$ cat src/led_mux_pkg.sv
// constants, encodings and types shared by the led output mapper
package led_mux_pkg;

   // ==========================================================
   // register byte offsets
   localparam int ADDR_W = 6;
   localparam logic [ADDR_W-1:0] OFF_CTRL = 6'h00;
   localparam logic [ADDR_W-1:0] OFF_DECODE = 6'h04;
   localparam logic [ADDR_W-1:0] OFF_DIGIT0 = 6'h08;
   localparam logic [ADDR_W-1:0] OFF_DIGIT3 = 6'h14;
   localparam logic [ADDR_W-1:0] OFF_EXTRA = 6'h18;
   localparam logic [ADDR_W-1:0] OFF_STATUS = 6'h1C;

   // ==========================================================
   // field positions
   localparam int CTRL_NINTH_LSB = 0;
   localparam int CTRL_LOGIC_BIT = 2;
   localparam int CTRL_KEY1_BIT = 3;
   localparam int CTRL_KEY2_BIT = 4;
   localparam int STAT_KEY_LSB = 0;
   localparam int STAT_INPUT_LSB = 8;
   localparam int STAT_EVENT_BIT = 10;
   localparam int STAT_DIGIT_LSB = 12;

   // ==========================================================
   // reset values
   localparam logic [4:0] CTRL_RST = 5'h00;
   localparam logic [3:0] DECODE_RST = 4'h0;
   localparam logic [7:0] DIGIT_RST = 8'h00;
   localparam logic [7:0] EXTRA_RST = 8'h00;

   // ==========================================================
   // ninth output functions
   localparam logic [1:0] NINTH_SEG = 2'h0;
   localparam logic [1:0] NINTH_IRQ = 2'h1;
   localparam logic [1:0] NINTH_LOGIC = 2'h2;

   // ==========================================================
   // bus answers
   localparam logic [1:0] RESP_OKAY = 2'h0;
   localparam logic [1:0] RESP_SLVERR = 2'h2;

   // ==========================================================
   // timing
   localparam int CLK_PERIOD_NS = 20;
   localparam int SPIKE_NS = 50;
   localparam int FILT_CYCLES = (SPIKE_NS + CLK_PERIOD_NS - 1) / CLK_PERIOD_NS;
   localparam int FILT_W = 2;
   localparam logic [FILT_W-1:0] FILT_LAST = FILT_W'(FILT_CYCLES - 1);
   localparam int TMR_W = 10;
   localparam int SLOT_CYCLES = 1000;
   localparam int BLANK_CYCLES = 4;
   localparam logic [TMR_W-1:0] SLOT_LAST = TMR_W'(SLOT_CYCLES - 1);
   localparam logic [TMR_W-1:0] BLANK_LAST = TMR_W'(BLANK_CYCLES - 1);
   localparam int DEB_W = 2;
   localparam int DEB_SCANS = 3;
   localparam logic [DEB_W-1:0] DEB_LAST = DEB_W'(DEB_SCANS - 1);

   // ==========================================================
   // types
   typedef enum logic {ST_BLANK, ST_LIT} scan_state_t;
   typedef enum logic [2:0] {SEL_CTRL, SEL_DECODE, SEL_DIGIT, SEL_EXTRA, SEL_STATUS,
                             SEL_NONE} reg_sel_t;

endpackage

$ cat src/filt_if.sv
// carrier between the mapper and its serial line spike filter
`timescale 1ns/1ns
`default_nettype none
interface filt_if;
   // raw and filtered levels, index 0 clock, index 1 data
   logic [1:0] raw;
   wire logic [1:0] clean;
   modport filt (input raw, output clean);
   modport user (output raw, input clean);
endinterface
`default_nettype wire

$ cat src/spike_filter.sv
// spike filter for the serial clock and data lines
`timescale 1ns/1ns
`default_nettype none
module spike_filter
(
   // clock and reset
   input wire logic aclk,
   input wire logic aresetn,
   // filtered lines
   filt_if.filt lines
);
   import led_mux_pkg::*;

   // ==========================================================
   // one filter per line
   genvar i;
   generate
      for (i = 0; i < 2; i++)
      begin : g_line
         logic [FILT_W-1:0] cnt;
         logic level;
         wire differs = lines.raw[i] != level;
         // spike rejection: follow only a level held FILT_CYCLES samples
         always_ff @(posedge aclk)
         begin
            if (!aresetn)
            begin
               level <= 1'b1;
               cnt <= '0;
            end
            else if (!differs)
               cnt <= '0;
            else if (cnt == FILT_LAST)
            begin
               level <= lines.raw[i];
               cnt <= '0;
            end
            else
               cnt <= cnt + 1'b1;
         end
         assign lines.clean[i] = level;

      end
   endgenerate
endmodule
`default_nettype wire

$ cat src/led_mux_output_mapper.sv
// scan sequencer, pin mapper, keyscan and register slave of the led driver
`timescale 1ns/1ns
`default_nettype none

// Functional notes
// - shared pin sinks own digit, sources others
// - undriven digit or segment pins released
// - pins 4 to 8 carry e,d,c,b,a
// - g,f swap shared pin pair by digit
// - eight extra bits on spare pins
// - extra bits 0-3 discrete only when shared
// - per digit raw segments or hex font
// - ninth pin segment, interrupt or logic
// - input ports logic or keyscan, pulled up
// - serial lines spike filtered before use
// - keyscan debounces four keys per port
module led_mux_output_mapper
(
   // clock and reset
   input wire logic aclk,
   input wire logic aresetn,
   // axi4-lite write address and data
   input wire logic [led_mux_pkg::ADDR_W-1:0] awaddr,
   input wire logic awvalid,
   output logic awready,
   input wire logic [31:0] wdata,
   input wire logic [3:0] wstrb,
   input wire logic wvalid,
   output logic wready,
   // axi4-lite write response
   output logic [1:0] bresp,
   output logic bvalid,
   input wire logic bready,
   // axi4-lite read
   input wire logic [led_mux_pkg::ADDR_W-1:0] araddr,
   input wire logic arvalid,
   output logic arready,
   output logic [31:0] rdata,
   output logic [1:0] rresp,
   output logic rvalid,
   input wire logic rready,
   // shared digit and segment pins
   output logic [3:0] shared_out_val,
   output logic [3:0] shared_out_drive_n,
   // dedicated segment pins 4 to 8
   output logic [4:0] seg_out_val,
   output logic [4:0] seg_out_drive_n,
   // ninth segment, interrupt or logic pin
   output logic ninth_out_multi,
   output logic ninth_out_multi_drive_n,
   // input ports
   input wire logic input_port_one,
   input wire logic input_port_two,
   output logic [1:0] input_pullup_en,
   // serial lines
   input wire logic scl_raw,
   input wire logic sda_raw,
   output logic scl_clean,
   output logic sda_clean
);
   import led_mux_pkg::*;

   // ==========================================================
   // helper functions
   // register select from a byte address
   function automatic reg_sel_t decode_reg(input logic [ADDR_W-1:0] addr);
      logic [ADDR_W-1:0] a;
      a = {addr[ADDR_W-1:2], 2'b00};
      if (a == OFF_CTRL)
         return SEL_CTRL;
      else if (a == OFF_DECODE)
         return SEL_DECODE;
      else if (a >= OFF_DIGIT0 && a <= OFF_DIGIT3)
         return SEL_DIGIT;
      else if (a == OFF_EXTRA)
         return SEL_EXTRA;
      else if (a == OFF_STATUS)
         return SEL_STATUS;
      else
         return SEL_NONE;
   endfunction

   // hex font, bits a b c d e f g from msb down
   function automatic logic [6:0] hex_font(input logic [3:0] v);
      case (v)
         4'h0: return 7'h7E;
         4'h1: return 7'h30;
         4'h2: return 7'h6D;
         4'h3: return 7'h79;
         4'h4: return 7'h33;
         4'h5: return 7'h5B;
         4'h6: return 7'h5F;
         4'h7: return 7'h70;
         4'h8: return 7'h7F;
         4'h9: return 7'h7B;
         4'hA: return 7'h77;
         4'hB: return 7'h1F;
         4'hC: return 7'h4E;
         4'hD: return 7'h3D;
         4'hE: return 7'h4F;
         default: return 7'h47;
      endcase
   endfunction

   // ==========================================================
   // registers and bus slave
   logic [4:0] ctrl;
   logic [3:0] decode_mask;
   logic [7:0] digit_data [4];
   logic [7:0] extra;
   logic key_event;
   logic [1:0] input_level;
   logic aw_held;
   logic w_held;
   logic [ADDR_W-1:0] aw_addr_q;
   logic [31:0] w_data_q;
   logic [3:0] w_strb_q;
   logic [31:0] rd_word;
   wire [7:0] key_state;
   wire [7:0] key_flip;
   scan_state_t state;
   logic [TMR_W-1:0] tmr;
   logic [1:0] digit;

   // handshake and decode
   assign awready = !aw_held && !bvalid;
   assign wready = !w_held && !bvalid;
   assign arready = !rvalid;
   wire wr_fire = aw_held && w_held && !bvalid;
   wire reg_sel_t wr_sel = decode_reg(aw_addr_q);
   wire reg_sel_t rd_sel = decode_reg(araddr);
   wire [1:0] wr_digit = aw_addr_q[3:2] + 2'h2;
   wire [1:0] rd_digit = araddr[3:2] + 2'h2;
   wire event_clr = wr_fire && wr_sel == SEL_STATUS && w_strb_q[1] && w_data_q[STAT_EVENT_BIT];
   wire next_event = (key_event && !event_clr) || (|key_flip);

   // write channels are caught in either order, then applied together
   always_ff @(posedge aclk)
   begin
      if (!aresetn)
      begin
         aw_held <= 1'b0;
         w_held <= 1'b0;
         aw_addr_q <= '0;
         w_data_q <= '0;
         w_strb_q <= '0;
         bvalid <= 1'b0;
         bresp <= RESP_OKAY;
      end
      else
      begin
         if (awvalid && awready)
         begin
            aw_held <= 1'b1;
            aw_addr_q <= awaddr;
         end
         if (wvalid && wready)
         begin
            w_held <= 1'b1;
            w_data_q <= wdata;
            w_strb_q <= wstrb;
         end
         if (wr_fire)
         begin
            aw_held <= 1'b0;
            w_held <= 1'b0;
            bvalid <= 1'b1;
            bresp <= (wr_sel == SEL_NONE) ? RESP_SLVERR : RESP_OKAY;
         end
         else if (bvalid && bready)
            bvalid <= 1'b0;
      end
   end

   // register stores; the key event is set over a clear in the same cycle
   always_ff @(posedge aclk)
   begin
      if (!aresetn)
      begin
         ctrl <= CTRL_RST;
         decode_mask <= DECODE_RST;
         digit_data <= '{default: DIGIT_RST};
         extra <= EXTRA_RST;
         key_event <= 1'b0;
         input_level <= 2'b11;
      end
      else
      begin
         key_event <= next_event;
         input_level <= {input_port_two, input_port_one};
         if (wr_fire && w_strb_q[0])
         begin
            if (wr_sel == SEL_CTRL)
               ctrl <= w_data_q[4:0];
            else if (wr_sel == SEL_DECODE)
               decode_mask <= w_data_q[3:0];
            else if (wr_sel == SEL_DIGIT)
               digit_data[wr_digit] <= w_data_q[7:0];
            else if (wr_sel == SEL_EXTRA)
               extra <= w_data_q[7:0];
         end
      end
   end

   // read word selection
   always_comb
   begin
      rd_word = 32'h0000_0000;
      if (rd_sel == SEL_CTRL)
         rd_word[4:0] = ctrl;
      else if (rd_sel == SEL_DECODE)
         rd_word[3:0] = decode_mask;
      else if (rd_sel == SEL_DIGIT)
         rd_word[7:0] = digit_data[rd_digit];
      else if (rd_sel == SEL_EXTRA)
         rd_word[7:0] = extra;
      else if (rd_sel == SEL_STATUS)
      begin
         rd_word[STAT_KEY_LSB +: 8] = key_state;
         rd_word[STAT_INPUT_LSB +: 2] = input_level;
         rd_word[STAT_EVENT_BIT] = key_event;
         rd_word[STAT_DIGIT_LSB +: 2] = digit;
      end
   end

   // read answer one cycle after the address is taken
   always_ff @(posedge aclk)
   begin
      if (!aresetn)
      begin
         rvalid <= 1'b0;
         rdata <= '0;
         rresp <= RESP_OKAY;
      end
      else if (arvalid && arready)
      begin
         rvalid <= 1'b1;
         rdata <= rd_word;
         rresp <= (rd_sel == SEL_NONE) ? RESP_SLVERR : RESP_OKAY;
      end
      else if (rvalid && rready)
         rvalid <= 1'b0;
   end

   // ==========================================================
   // scan sequencer
   wire lit = state == ST_LIT;
   wire scan_sample = lit && tmr == SLOT_LAST;

   // blank gap then one lit slot per digit, in order
   always_ff @(posedge aclk)
   begin
      if (!aresetn)
      begin
         state <= ST_BLANK;
         tmr <= '0;
         digit <= 2'h0;
      end
      else
      begin
         case (state)
            ST_BLANK:
               if (tmr == BLANK_LAST)
               begin
                  state <= ST_LIT;
                  tmr <= '0;
               end
               else
                  tmr <= tmr + 1'b1;
            default:
               if (tmr == SLOT_LAST)
               begin
                  state <= ST_BLANK;
                  tmr <= '0;
                  digit <= digit + 2'h1;
               end
               else
                  tmr <= tmr + 1'b1;
         endcase
      end
   end

   // ==========================================================
   // segment source and pin mapping
   wire [1:0] ninth_mode = ctrl[CTRL_NINTH_LSB +: 2];
   wire [7:0] cur_data = digit_data[digit];
   wire [6:0] font_val = hex_font(cur_data[3:0]);
   // font or direct bits per digit
   wire [6:0] segs = decode_mask[digit] ? font_val : cur_data[6:0];
   wire lo_pair = !digit[1];
   wire [9:0] lit_vec;
   wire [9:0] cath_vec;
   logic [9:0] pout;
   logic [9:0] pdrv_n;
   wire [9:0] next_out;
   wire [9:0] next_drive_n;

   // only the scanned digit's own pin sinks
   assign cath_vec = lit ? {6'h00, 4'h1 << digit} : 10'h000;
   // fixed segment pins e d c b a
   assign lit_vec[8:4] = lit ? segs[6:2] : 5'h00;
   // g and f move to the other shared pair; discrete bits fill the spare pin
   assign lit_vec[3] = lit && (lo_pair ? segs[1] : (digit == 2'h2 && extra[2]));
   assign lit_vec[2] = lit && (lo_pair ? segs[0] : (digit == 2'h3 && extra[3]));
   assign lit_vec[1] = lit && (lo_pair ? (digit == 2'h0 && extra[0]) : segs[1]);
   assign lit_vec[0] = lit && (lo_pair ? (digit == 2'h1 && extra[1]) : segs[0]);
   // bits 4 to 7 on the ninth pin as decimal points
   assign lit_vec[9] = lit && ninth_mode == NINTH_SEG && extra[{1'b1, digit}];

   // a pin neither sinking nor lit is released
   genvar p;
   generate
      for (p = 0; p < 9; p++)
      begin : g_pin
         assign next_drive_n[p] = !(cath_vec[p] || lit_vec[p]);
         assign next_out[p] = lit_vec[p] && !cath_vec[p];
      end
   endgenerate

   // segment mode sources, other modes only pull low or release
   assign next_drive_n[9] = (ninth_mode == NINTH_SEG) ? !lit_vec[9] :
                            (ninth_mode == NINTH_IRQ) ? !key_event :
                            (ninth_mode == NINTH_LOGIC) ? ctrl[CTRL_LOGIC_BIT] : 1'b1;
   assign next_out[9] = (ninth_mode == NINTH_SEG) && lit_vec[9];

   // pin levels and enables from flip-flops
   always_ff @(posedge aclk)
   begin
      if (!aresetn)
      begin
         pout <= 10'h000;
         pdrv_n <= 10'h3FF;
      end
      else
      begin
         pout <= next_out;
         pdrv_n <= next_drive_n;
      end
   end

   assign shared_out_val = pout[3:0];
   assign shared_out_drive_n = pdrv_n[3:0];
   assign seg_out_val = pout[8:4];
   assign seg_out_drive_n = pdrv_n[8:4];
   assign ninth_out_multi = pout[9];
   assign ninth_out_multi_drive_n = pdrv_n[9];

   // ==========================================================
   // input ports and keyscan
   wire [1:0] port_in = {input_port_two, input_port_one};
   wire [1:0] keyscan_en = {ctrl[CTRL_KEY2_BIT], ctrl[CTRL_KEY1_BIT]};

   // pull-ups stay on so an open port reads high
   always_ff @(posedge aclk)
   begin
      if (!aresetn)
         input_pullup_en <= 2'b11;
      else
         input_pullup_en <= 2'b11;
   end

   // four keys per port, one per digit slot, debounced over scans
   genvar k;
   generate
      for (k = 0; k < 8; k++)
      begin : g_key
         logic kst;
         logic [DEB_W-1:0] kcnt;
         wire sample_now = scan_sample && digit == 2'(k % 4);
         wire pressed = !port_in[k / 4];
         always_ff @(posedge aclk)
         begin
            if (!aresetn || !keyscan_en[k / 4])
            begin
               kst <= 1'b0;
               kcnt <= '0;
            end
            else if (sample_now)
            begin
               if (pressed == kst)
                  kcnt <= '0;
               else if (kcnt == DEB_LAST)
               begin
                  kst <= pressed;
                  kcnt <= '0;
               end
               else
                  kcnt <= kcnt + 1'b1;
            end
         end
         assign key_state[k] = kst;
         assign key_flip[k] = sample_now && keyscan_en[k / 4] && pressed != kst &&
                              kcnt == DEB_LAST;
      end
   endgenerate

   // ==========================================================
   // serial line filters
   filt_if lines ();
   assign lines.raw = {sda_raw, scl_raw};
   // spike filters ahead of the protocol logic
   spike_filter u_filter
   (
      .aclk(aclk),
      .aresetn(aresetn),
      .lines(lines.filt)
   );
   assign scl_clean = lines.clean[0];
   assign sda_clean = lines.clean[1];

endmodule
`default_nettype wire

$ cat config.mk
export PLATFORM = sky130hd
export DESIGN_NAME = led_mux_output_mapper
export DESIGN_NICKNAME = d
export VERILOG_FILES = /design/src/led_mux_pkg.sv /design/src/filt_if.sv /design/src/spike_filter.sv /design/src/led_mux_output_mapper.sv
export SDC_FILE = /design/constraint.sdc
export NUM_CORES = 1
export LEC_CHECK = 0
export ABC_AREA = 1
export BUFFER_PORTS_ARGS = -buffer_cell sky130_fd_sc_hd__clkbuf_2
export CAP_MARGIN = 20
export CELL_PAD_IN_SITES_DETAIL_PLACEMENT = 0
export CELL_PAD_IN_SITES_GLOBAL_PLACEMENT = 1
export CORE_UTILIZATION = 36
export DETAILED_ROUTE_END_ITERATION = 7
export MAX_ROUTING_LAYER = met4
export PLACE_DENSITY = 0.76
export SLEW_MARGIN = 20
export SYNTH_ARGS = -nofsm -noshare
export SYNTH_HDL_FRONTEND = slang
export SYNTH_SLANG_ARGS = --single-unit
$ cat constraint.sdc
create_clock -name aclk -period 1.9 [get_ports aclk]
set_input_delay 0.095 -clock aclk [delete_from_list [all_inputs] [get_ports aclk]]
set_output_delay 0.095 -clock aclk [all_outputs]
set_load 0.005 [all_outputs]
After elaboration in Yosys (flattened, before gate mapping)
Memories as Yosys holds them, arrays and structs flattened.
Cells that the tools add are included.
{ "classes": {"n_shift": 1, "magnitude_cmp": 10, "add_sub_neg": 14, "bitwise": 17, "eq_ne": 51, "reduce_logical": 135, "n_mux": 75} }
{ "op_table": {"columns": ["op", "count"], "rows": [
  ["$logic_and 1x1->1", 66],
  ["$mux 2", 23],
  ["$mux 8", 5],
  ["$bmux 8 s2", 2],
  ["$bwmux 32", 1],
  ["$mux 10", 3],
  ["$mux 3", 10],
  ["$mux 7", 4],
  ["$reduce_and 3->1", 9],
  ["$eq 2x2->1 const B", 13],
  ["$logic_not 1->1", 25],
  ["$add 2x1->2 const B", 11],
  ["$mux 1", 18],
  ["$demux 8 s2", 1],
  ["$eq 4x3->1 const B", 4],
  ["$not 1->1", 14],
  ["$eq 3x2->1 const B", 4],
  ["$eq 3x3->1 const B", 4],
  ["$ge 6x4->1 const B", 2],
  ["$le 6x5->1 const B", 2],
  ["$mux 11", 1],
  ["$add 10x1->10 const B", 1],
  ["$eq 10x10->1 const B", 1],
  ["$eq 10x2->1 const B", 1],
  ["other kinds (29)", 78]
]} }
{ "totals": {"mem_count": 1, "rom_bits": 112, "regBits": 155, "out_inout_bits": 65} }
{ "memory_table": {"columns": ["name", "depth", "width", "read_ports", "rd_clocked_by_memory_dff", "write_ports", "line", "rtl"], "rows": [
  ["(name not given)", 16, 7, 1, 0, 0, "led_mux_output_mapper.sv:85", "case (v)"]
]} }

Longest topological paths before layout
Gate-level depths: netlist (run 1).
{ "logic_depth": {"word_depth": 13, "ltp_mapped": 15, "ltp_nobuf": 13} }

Hierarchy
A second synthesis (run 1) with hierarchy kept.
{ "hier_totals": {"hier_cells": 997, "hier_area_um2": 7055.5} }
{ "modules_own_cells": {"columns": ["mod", "area_each_um2", "seq_area_each_um2", "instances", "cells_each"], "rows": [
  ["led_mux_output_mapper", 6786.5, 2862.7, 1, 964],
  ["spike_filter", 269.0, 120.1, 1, 33]
]} }

Worst setup path before layout (run 1)
Ideal clock, no wire load.
{ "synth_timing": {"path_type": "flip-flop to flip-flop", "startpoint": "register digit[0]", "endpoint": "register pout[5]", "setup_ps": 118, "required_ps": 1782, "period_less_slack_ps": 1851, "n_path_buf": 2, "arrival_ps": 1733, "path_stages_with_launch": 11, "path_slack_ps": 49, "path_cell_list": "dfxtp_1 buf_4 inv_1 buf_4 o211ai_1 nand2_1 ha_1 o21ai_0 nor2_1 o21ai_0 inv_1"} }
{ "synth_between": {"elab_chain_len": 8, "word_cells_on_any_way": 10, "classes_between": "mux: 7; bitwise: 1; reduce/logical: 1; memory: 1"} }
{ "synth_lines": {"columns": ["item", "line", "rtl"], "rows": [
  ["start, declared", "led_mux_output_mapper.sv:123", "logic [1:0] digit;"],
  ["start signal, assigned", "led_mux_output_mapper.sv:275", "digit <= digit + 2'h1;"],
  ["$not 2->3 (not written as such)", "led_mux_output_mapper.sv:286", "wire [7:0] cur_data = digit_data[digit];"],
  ["$bmux 8 s2", "led_mux_output_mapper.sv:286", null],
  ["$mux 7 (not written as such) (2 in a row)", "led_mux_output_mapper.sv:286", null],
  ["$mem_v2 16x7", null, null],
  ["$mux 7 (*)", "led_mux_output_mapper.sv:289", "wire [6:0] segs = decode_mask[digit] ? font_val : cur_data[6:0];"],
  ["$mux 5 (*)", "led_mux_output_mapper.sv:301", "assign lit_vec[8:4] = lit ? segs[6:2] : 5'h00;"],
  ["$logic_and 1x1->1 (*)", "led_mux_output_mapper.sv:316", "assign next_out[p] = lit_vec[p] && !cath_vec[p];"],
  ["end signal, assigned", "led_mux_output_mapper.sv:336", "pout <= next_out;"],
  ["end, declared", "led_mux_output_mapper.sv:293", "logic [9:0] pout;"]
]} }
Mark *: on every way between the ends. The rest lies on a longest branch, timed or not. The select of a mux whose other input is x is not followed.
A chain may end at the register's enable or synchronous reset.

Worst setup path in the final report (run 1)
{ "layout_timing": {"startpoint": "register digit[1]", "endpoint": "register key_event"} }
{ "layout_between": {"elab_chain_len": 7, "word_cells_on_any_way": 34, "classes_between": "eq/ne: 3; reduce/logical: 31"} }
{ "layout_lines": {"columns": ["item", "line", "rtl"], "rows": [
  ["$eq 2x1->1, or another cell as far along", "led_mux_output_mapper.sv:369", "wire sample_now = scan_sample && digit == 2'(k % 4);"],
  ["$logic_and 1x1->1", "led_mux_output_mapper.sv:369", null],
  ["$logic_and 1x1->1 (3 in a row)", "led_mux_output_mapper.sv:392", "assign key_flip[k] = sample_now && keyscan_en[k / 4] && pressed != kst &&"],
  ["$reduce_or 8->1 (*)", "led_mux_output_mapper.sv:135", "wire next_event = (key_event && !event_clr) || (|key_flip);"],
  ["$logic_or 1x1->1 (*)", "led_mux_output_mapper.sv:135", null],
  ["end signal, assigned", "led_mux_output_mapper.sv:189", "key_event <= next_event;"],
  ["end, declared", "led_mux_output_mapper.sv:111", "logic key_event;"]
]} }
Mark *: on every way between the ends. The rest lies on a longest branch, timed or not.

==> results.toml, run 1 <==
[clock_tree]
cts.sinks = 149
root_buffer = "clkbuf_16"
cts_made_buffers = 17
clockBufferDepth = 2
clk_pin_slew_worst_paths_ns = 0.06
h-tree-depth = 4
tritoncts = "done"
worst_skew_pair.late_latency_ns = 0.43

[global_routing]
use_met1_pct = 27.8
grt_pass1_vias = 6151
use_met3_pct = 3.67
grt_usage_pct = 21.6
overflow = 0
met2_usage_pct = 34.1
grt_antenna_before_repair = 0
grt_max_degree = 55
grt_pass1_wl_um = 32000
busiest_layer = "met2"

[place]
placed_area_um2 = 7720
place_congestion = 0.850
io_buffers = 71
dpl.hpwl_um = 14700
place_ws_ns = 0.0733

[die]
die_w_um = 141
dieHeight_um = 141
io_pins = 124
rows = 50
initial_core_util_pct = 37.0
core_region_area_um2 = 18800
dieArea_um2 = 19900

[sta]
slew_headroom_pct = 64.2
rsz0062_at_grt = "yes"
min_period_ns = 1.80
hold_viol = 0
setup_ws_ns = 0.104
max_freq_ghz = 0.557
finalClockSkew_ns = 0.0156
finalSetupViolations = 0
period_share_pct = 94.5
worst_slew_pin_slew_ns = 0.536
slew_viol_final = 0
tns_ns = 0

[yosys]
syn_area_per_cell_um2 = 7.11
ys_warn_count = 0
async_flop_share_pct = 0
synth-seq-cells = 149
synthCells = 979
synth_top_cell_area_share_pct = 42.9
yosysSeqAreaShare_pct = 42.9
synth_area_um2 = 6960
synthTopCellsByArea = "dfxtp_1 43%, nand2_1 9.4%, a21oi_1 7.3%"
synth-edff-count = 0
yosysTopAreaCell = "dfxtp_1"
synth_ff_type = "dfxtp_1"
synthDistinctLibCells = 39

[setup_path]
reg2reg_from = "digit[1]"
crit_arrival_ns = 2.12
r2r_setup_slack_ns = 0.10
ff2ff_path_depth = 11
worstSetupPathType = "reg2reg"
cp.required_ns = 2.22
rr_endpoint = "key_event"
crit_path_end_kind = "flop"
worstPathMaxFanout = 7
cp-start-kind = "flop"

[drt]
ant_nets = 0
vias_per_cell = 4.79
drt-total-wl_um = 19900
drcViolationCount = 0
drt_iter0_drc = 409
drt_first_pass_iters = 4
vias = 6592
wl_per_cell_um = 14.5

[layout]
syn2layout_area_growth_pct = 24.4
drive_above_1_share_pct = 15.7
fillers = 1924
fin_nets = 1176
final_common_cell = "nand2_1"
stdcell_area_um2 = 8660
n_antenna_cell = 0
final_cell_mix = "173 x nand2_1, 147 x dfxtp_1, 134 x nor2_1, 101 x a21oi_1, 100 x inv_1"

[worst_hold_path]
hold_depth = 4
hold_start = "wvalid"
min_to = "w_data_q[3]"
min_path_type = "in2reg"

[power]
cellPowerDensity_nw_per_um2 = 851
leakage_nw = 3.64
ir_drop_mv = 0.581

[status]
status = "complete, no violations"

[run]
max_cap_viol_count = 0
[through the flow]
step | cells | hold WS (ns) | util [%] | total power [mW]
after floorplan | 1000 | 0.217 | - | 3.66
after global placement | 1318 | 0.339 | 41.0 | 3.83
after detailed placement | 1318 | 0.349 | 41.0 | 3.83
after CTS | 1371 | 0.0213 | 45.5 | 7.44
after global routing | 1376 | 0.0720 | 46.0 | 7.65
final | 1376 | 0.0322 | 46.0 | 7.37
[cells in the mapped netlist, types with 5 or more instances]
master and n:
a211oi_1 10, a21oi_1 102, a22oi_1 8, buf_1 6, buf_2 9, buf_4 25
clkbuf_1 16, dfxtp_1 149, ha_1 13, inv_1 104, nand2_1 174, nand3_1 56
nand4_1 12, nor2_1 134, nor3_1 19, o211ai_1 14, o21ai_0 81, o221ai_1 5
xor2_1 8
[state kept, by name (all words and copies together) (netlist names), 4 cells and up]
register / flops
aw_addr_q: 4
u_filter.g_line.cnt: 4
ctrl: 5
g_key.kst: 8
extra: 8
tmr: 10
g_key.kcnt: 16
decode_mask: 4
digit_data: 32
pdrv_n: 10
rdata: 13
pout: 10
w_data_q: 9
[area by class of cell]
type	count	area, µm²	share of cell area [%]
Multi-Input combinational cell	683	3330	38.5
Sequential cell	149	2990	34.5
Timing Repair Buffer	142	976	11.3
Clock buffer	18	439	5.07
Inverter	111	423	4.88
Tap cell	260	325	3.76
Clock inverter	13	181	2.09
[timing repair]
action                                  4_1_cts  5_1_grt
buffers inserted                              0        5
endpoints found under the hold margin        26        0
endpoints found under the setup margin        0       34
hold buffers                                 22        0
gates resized for setup                       0       17
[worst max-delay path by stage]
| stage | start | endpoint | slack, ns | cells past startpoint |
|---|---|---|---|---|
| floorplan | digit[0] | pout[5] | 0.05 | 10 |
| global placement | digit[0] | pdrv_n[2] | 0.1 | 10 |
| detailed placement | digit[0] | pdrv_n[0] | 0.07 | 10 |
| CTS | digit[0] | pdrv_n[0] | 0.04 | 10 |
| global route | digit[1] | pout[3] | -0.03 | 12 |
| finish | digit[1] | key_event | 0.10 | 11 |
[worst max-delay path, cell delays in order (launching register included)]
cell and delay [ns]:
dfxtp_1 0.40, clkinvlp_4 0.20, buf_4 0.18, ha_1 0.16, nand2_1 0.10, inv_1 0.12
nand4_1 0.17, nand2_1 0.07, nor2_1 0.11, nor2_1 0.05, nor2_1 0.08, nand2_1 0.05
[routing by layer]
layer / vias up / part of all wire, %
met2: 152 / 46
met1: 2987 / 48
met3: 22 / 4.1
met5: - / 0
met4: 0 / 1.7
li1: 3431 / -
[report_power, final]
group          internal [mW]  leakage (nW)  switching, mW
clock                   2.22         0.290           1.34
combinational          0.196          2.14          0.322
sequential              3.20          1.21         0.0871
total                   5.61          3.64           1.75
[cells by family (layout without fill, tap and decap cells)]
family                   count (synthesis)  in the layout  synth area share (%)
AO/OA/AOI/OAI                          231            231                  18.3
flip-flops                             149            149                  42.9
XOR/XNOR                                10             10                  1.26
AND/OR/NAND/NOR                        406            406                  24.5
other                                    2             23                 0.108
adder cells (fa/ha/maj)                 13             13                  2.34
buffers and inverters                  168            284                  10.7
(Power assumes the default switching activity.)
==> run 2, diff against run 1 <==
--- a/config.mk
+++ b/config.mk
@@ -7,11 +7,13 @@
 export LEC_CHECK = 0
 export ABC_AREA = 1
 export BUFFER_PORTS_ARGS = -buffer_cell sky130_fd_sc_hd__clkbuf_2
-export CAP_MARGIN = 20
+export CAP_MARGIN = 30
 export CELL_PAD_IN_SITES_DETAIL_PLACEMENT = 0
 export CELL_PAD_IN_SITES_GLOBAL_PLACEMENT = 1
+export CORE_ASPECT_RATIO = 0.9
 export CORE_UTILIZATION = 36
 export DETAILED_ROUTE_END_ITERATION = 7
+export GPL_TIMING_DRIVEN = 0
 export MAX_ROUTING_LAYER = met4
 export PLACE_DENSITY = 0.76
 export SLEW_MARGIN = 20
==> run 2 against run 1 <==
  * Power is 3.7% higher
  * Fmax decreased by 1.3%
  * Highest routed layer unchanged
  * Final cell count is 0.73% higher
  * Die area is essentially flat
==> results.toml, run 2 (synthesized netlist as in run 1, its figures left out) <==
[power]
leakage_nw = 3.79
ir_drop_mv = 0.644
cellPowerDensity_nw_per_um2 = 849

[layout]
syn2layout_area_growth_pct = 29.3
drive_above_1_share_pct = 18.9
final_cell_mix = "162 x nand2_1, 146 x dfxtp_1, 128 x nor2_1, 98 x a21oi_1, 96 x inv_1"
largest_register_ffs = 32
stdcell_area_um2 = 9000
final_common_cell = "nand2_1"
fin_util_pct = 48.3
fin_nets = 1201
n_antenna_cell = 0
reg.largest.list = "digit_data: 32 flops, g_key.kcnt: 16 flops, rdata: 13 flops"
fillers = 1886
top_register = "digit_data"

[sta]
min_period_ns = 1.82
worst_slew_pin_slew_ns = 0.675
setup_ws_ns = 0.0792
slew_viol_final = 0
period_share_pct = 95.8
finalClockSkew_ns = 0.00786
hold_viol = 0
slew_headroom_pct = 55.0
finalSetupViolations = 0
max_freq_ghz = 0.549
tns_ns = 0
rsz0062_at_grt = "yes"

[run]
max_cap_viol_count = 0

[clock_tree]
tritoncts = "done"
clk_pin_slew_worst_paths_ns = 0.06
worst_skew_pair.late_latency_ns = 0.43
h-tree-depth = 4
clockBufferDepth = 2
cts_made_buffers = 17
root_buffer = "clkbuf_16"
cts.sinks = 149

[drt]
ant_nets = 0
drt-total-wl_um = 21000
drt_iter0_drc = 495
wl_per_cell_um = 15.1
drt_first_pass_iters = 5
drcViolationCount = 0
vias = 6830
vias_per_cell = 4.93

[global_routing]
grt_antenna_before_repair = 0
grt_pass1_vias = 6144
grt_pass1_wl_um = 32800
overflow = 0
grt_usage_pct = 22.3
grt_max_degree = 17

[place]
placed_area_um2 = 7690
io_buffers = 68
place_congestion = 0.904
place_ws_ns = -0.535
dpl.hpwl_um = 15400

[status]
status = "complete, no violations"

[setup_path]
worstPathMaxFanout = 11
cp.required_ns = 2.22
crit_arrival_ns = 2.15
worstSetupPathType = "reg2reg"
cp-start-kind = "flop"
r2r_setup_slack_ns = 0.08
crit_path_end_kind = "flop"

[die]
rows = 47
dieHeight_um = 134
dieArea_um2 = 19900
initial_core_util_pct = 37.3
die_w_um = 149
core_region_area_um2 = 18600
io_pins = 124

[worst_hold_path]
min_path_type = "in2reg"
run 2: cell count changes in the layout (fill, tap and decap cells not counted), moves of 4 or more:
cell / previous run / this run
clkbuf_1: 0 / 17
inv_1: 100 / 96
nand2_2: 4 / 12
buf_2: 0 / 4
nand2_1: 173 / 162
clkinvlp_4: 6 / 1
nor2_1: 134 / 128
nand3_2: 2 / 6
nand3_1: 54 / 48
buf_1: 0 / 6
run 2: final timing paths:
kind	from	end	cells past startpoint
worst max-delay path	digit[1]	key_event	11
worst min-delay path	araddr[4]	rdata[4]	4
worst max register to register	digit[1]	key_event	11
worst min register to register	u_filter.g_line[1].cnt[0]	u_filter.g_line[1].cnt[0]	1
run 2: layout make-up:
class	instances	area, µm²	share of cell area [%]
Multi-Input combinational cell	683	3530	39.2
Sequential cell	149	2990	33.2
Timing Repair Buffer	112	736	8.18
Clock buffer	21	460	5.12
Inverter	111	428	4.76
Buffer	55	352	3.91
Tap cell	245	307	3.41
Clock inverter	10	194	2.16
run 2: stage by stage:
stage / power, mW / instances / hold WS, ns
3_5_place_dp: 3.85 / 1313 / 0.353
5_1_grt: 7.92 / 1386 / 0.0691
3_3_place_gp: 3.85 / 1313 / 0.342
2_1_floorplan: 3.66 / 1000 / 0.217
4_1_cts: 7.68 / 1373 / 0.0361
6_report: 7.64 / 1386 / 0.0512
run 2: critical path: stages (launching register included):
cell,delay [ns]
dfxtp_4,0.38
inv_2,0.08
buf_6,0.15
ha_1,0.19
nand2_1,0.17
inv_1,0.13
nand4_1,0.17
nand2_1,0.07
nor2_1,0.14
nor2_1,0.08
nor2_1,0.11
nand2_1,0.05
run 2: metal layers:
layer,vias up,global-route usage [%],wire length (µm),part of all wire (%)
met3,23,3.44,1080,5.2
met5,-,-,0,0
met4,0,6.59,229,1.1
met2,188,33.4,9210,44
met1,3130,30.8,10500,50
li1,3489,-,-,-
run 2: what timing repair did:
action / in CTS / in global routing
gates resized for setup: 36 / 48
setup buffers: 7 / 15
gates cloned: 1 / 0
hold buffers: 21 / 0
setup endpoints to repair: 53 / 91
pin swaps: 9 / 15
hold endpoints to repair: 25 / 0
run 2: power breakdown:
group / switching, mW / leakage [nW] / total (mW) / internal (mW)
Clock: 1.38 / 0.319 / 3.79 / 2.41
Sequential: 0.0780 / 1.21 / 3.27 / 3.20
Combinational: 0.358 / 2.26 / 0.572 / 0.214
Total: 1.82 / 3.79 / 7.64 / 5.82
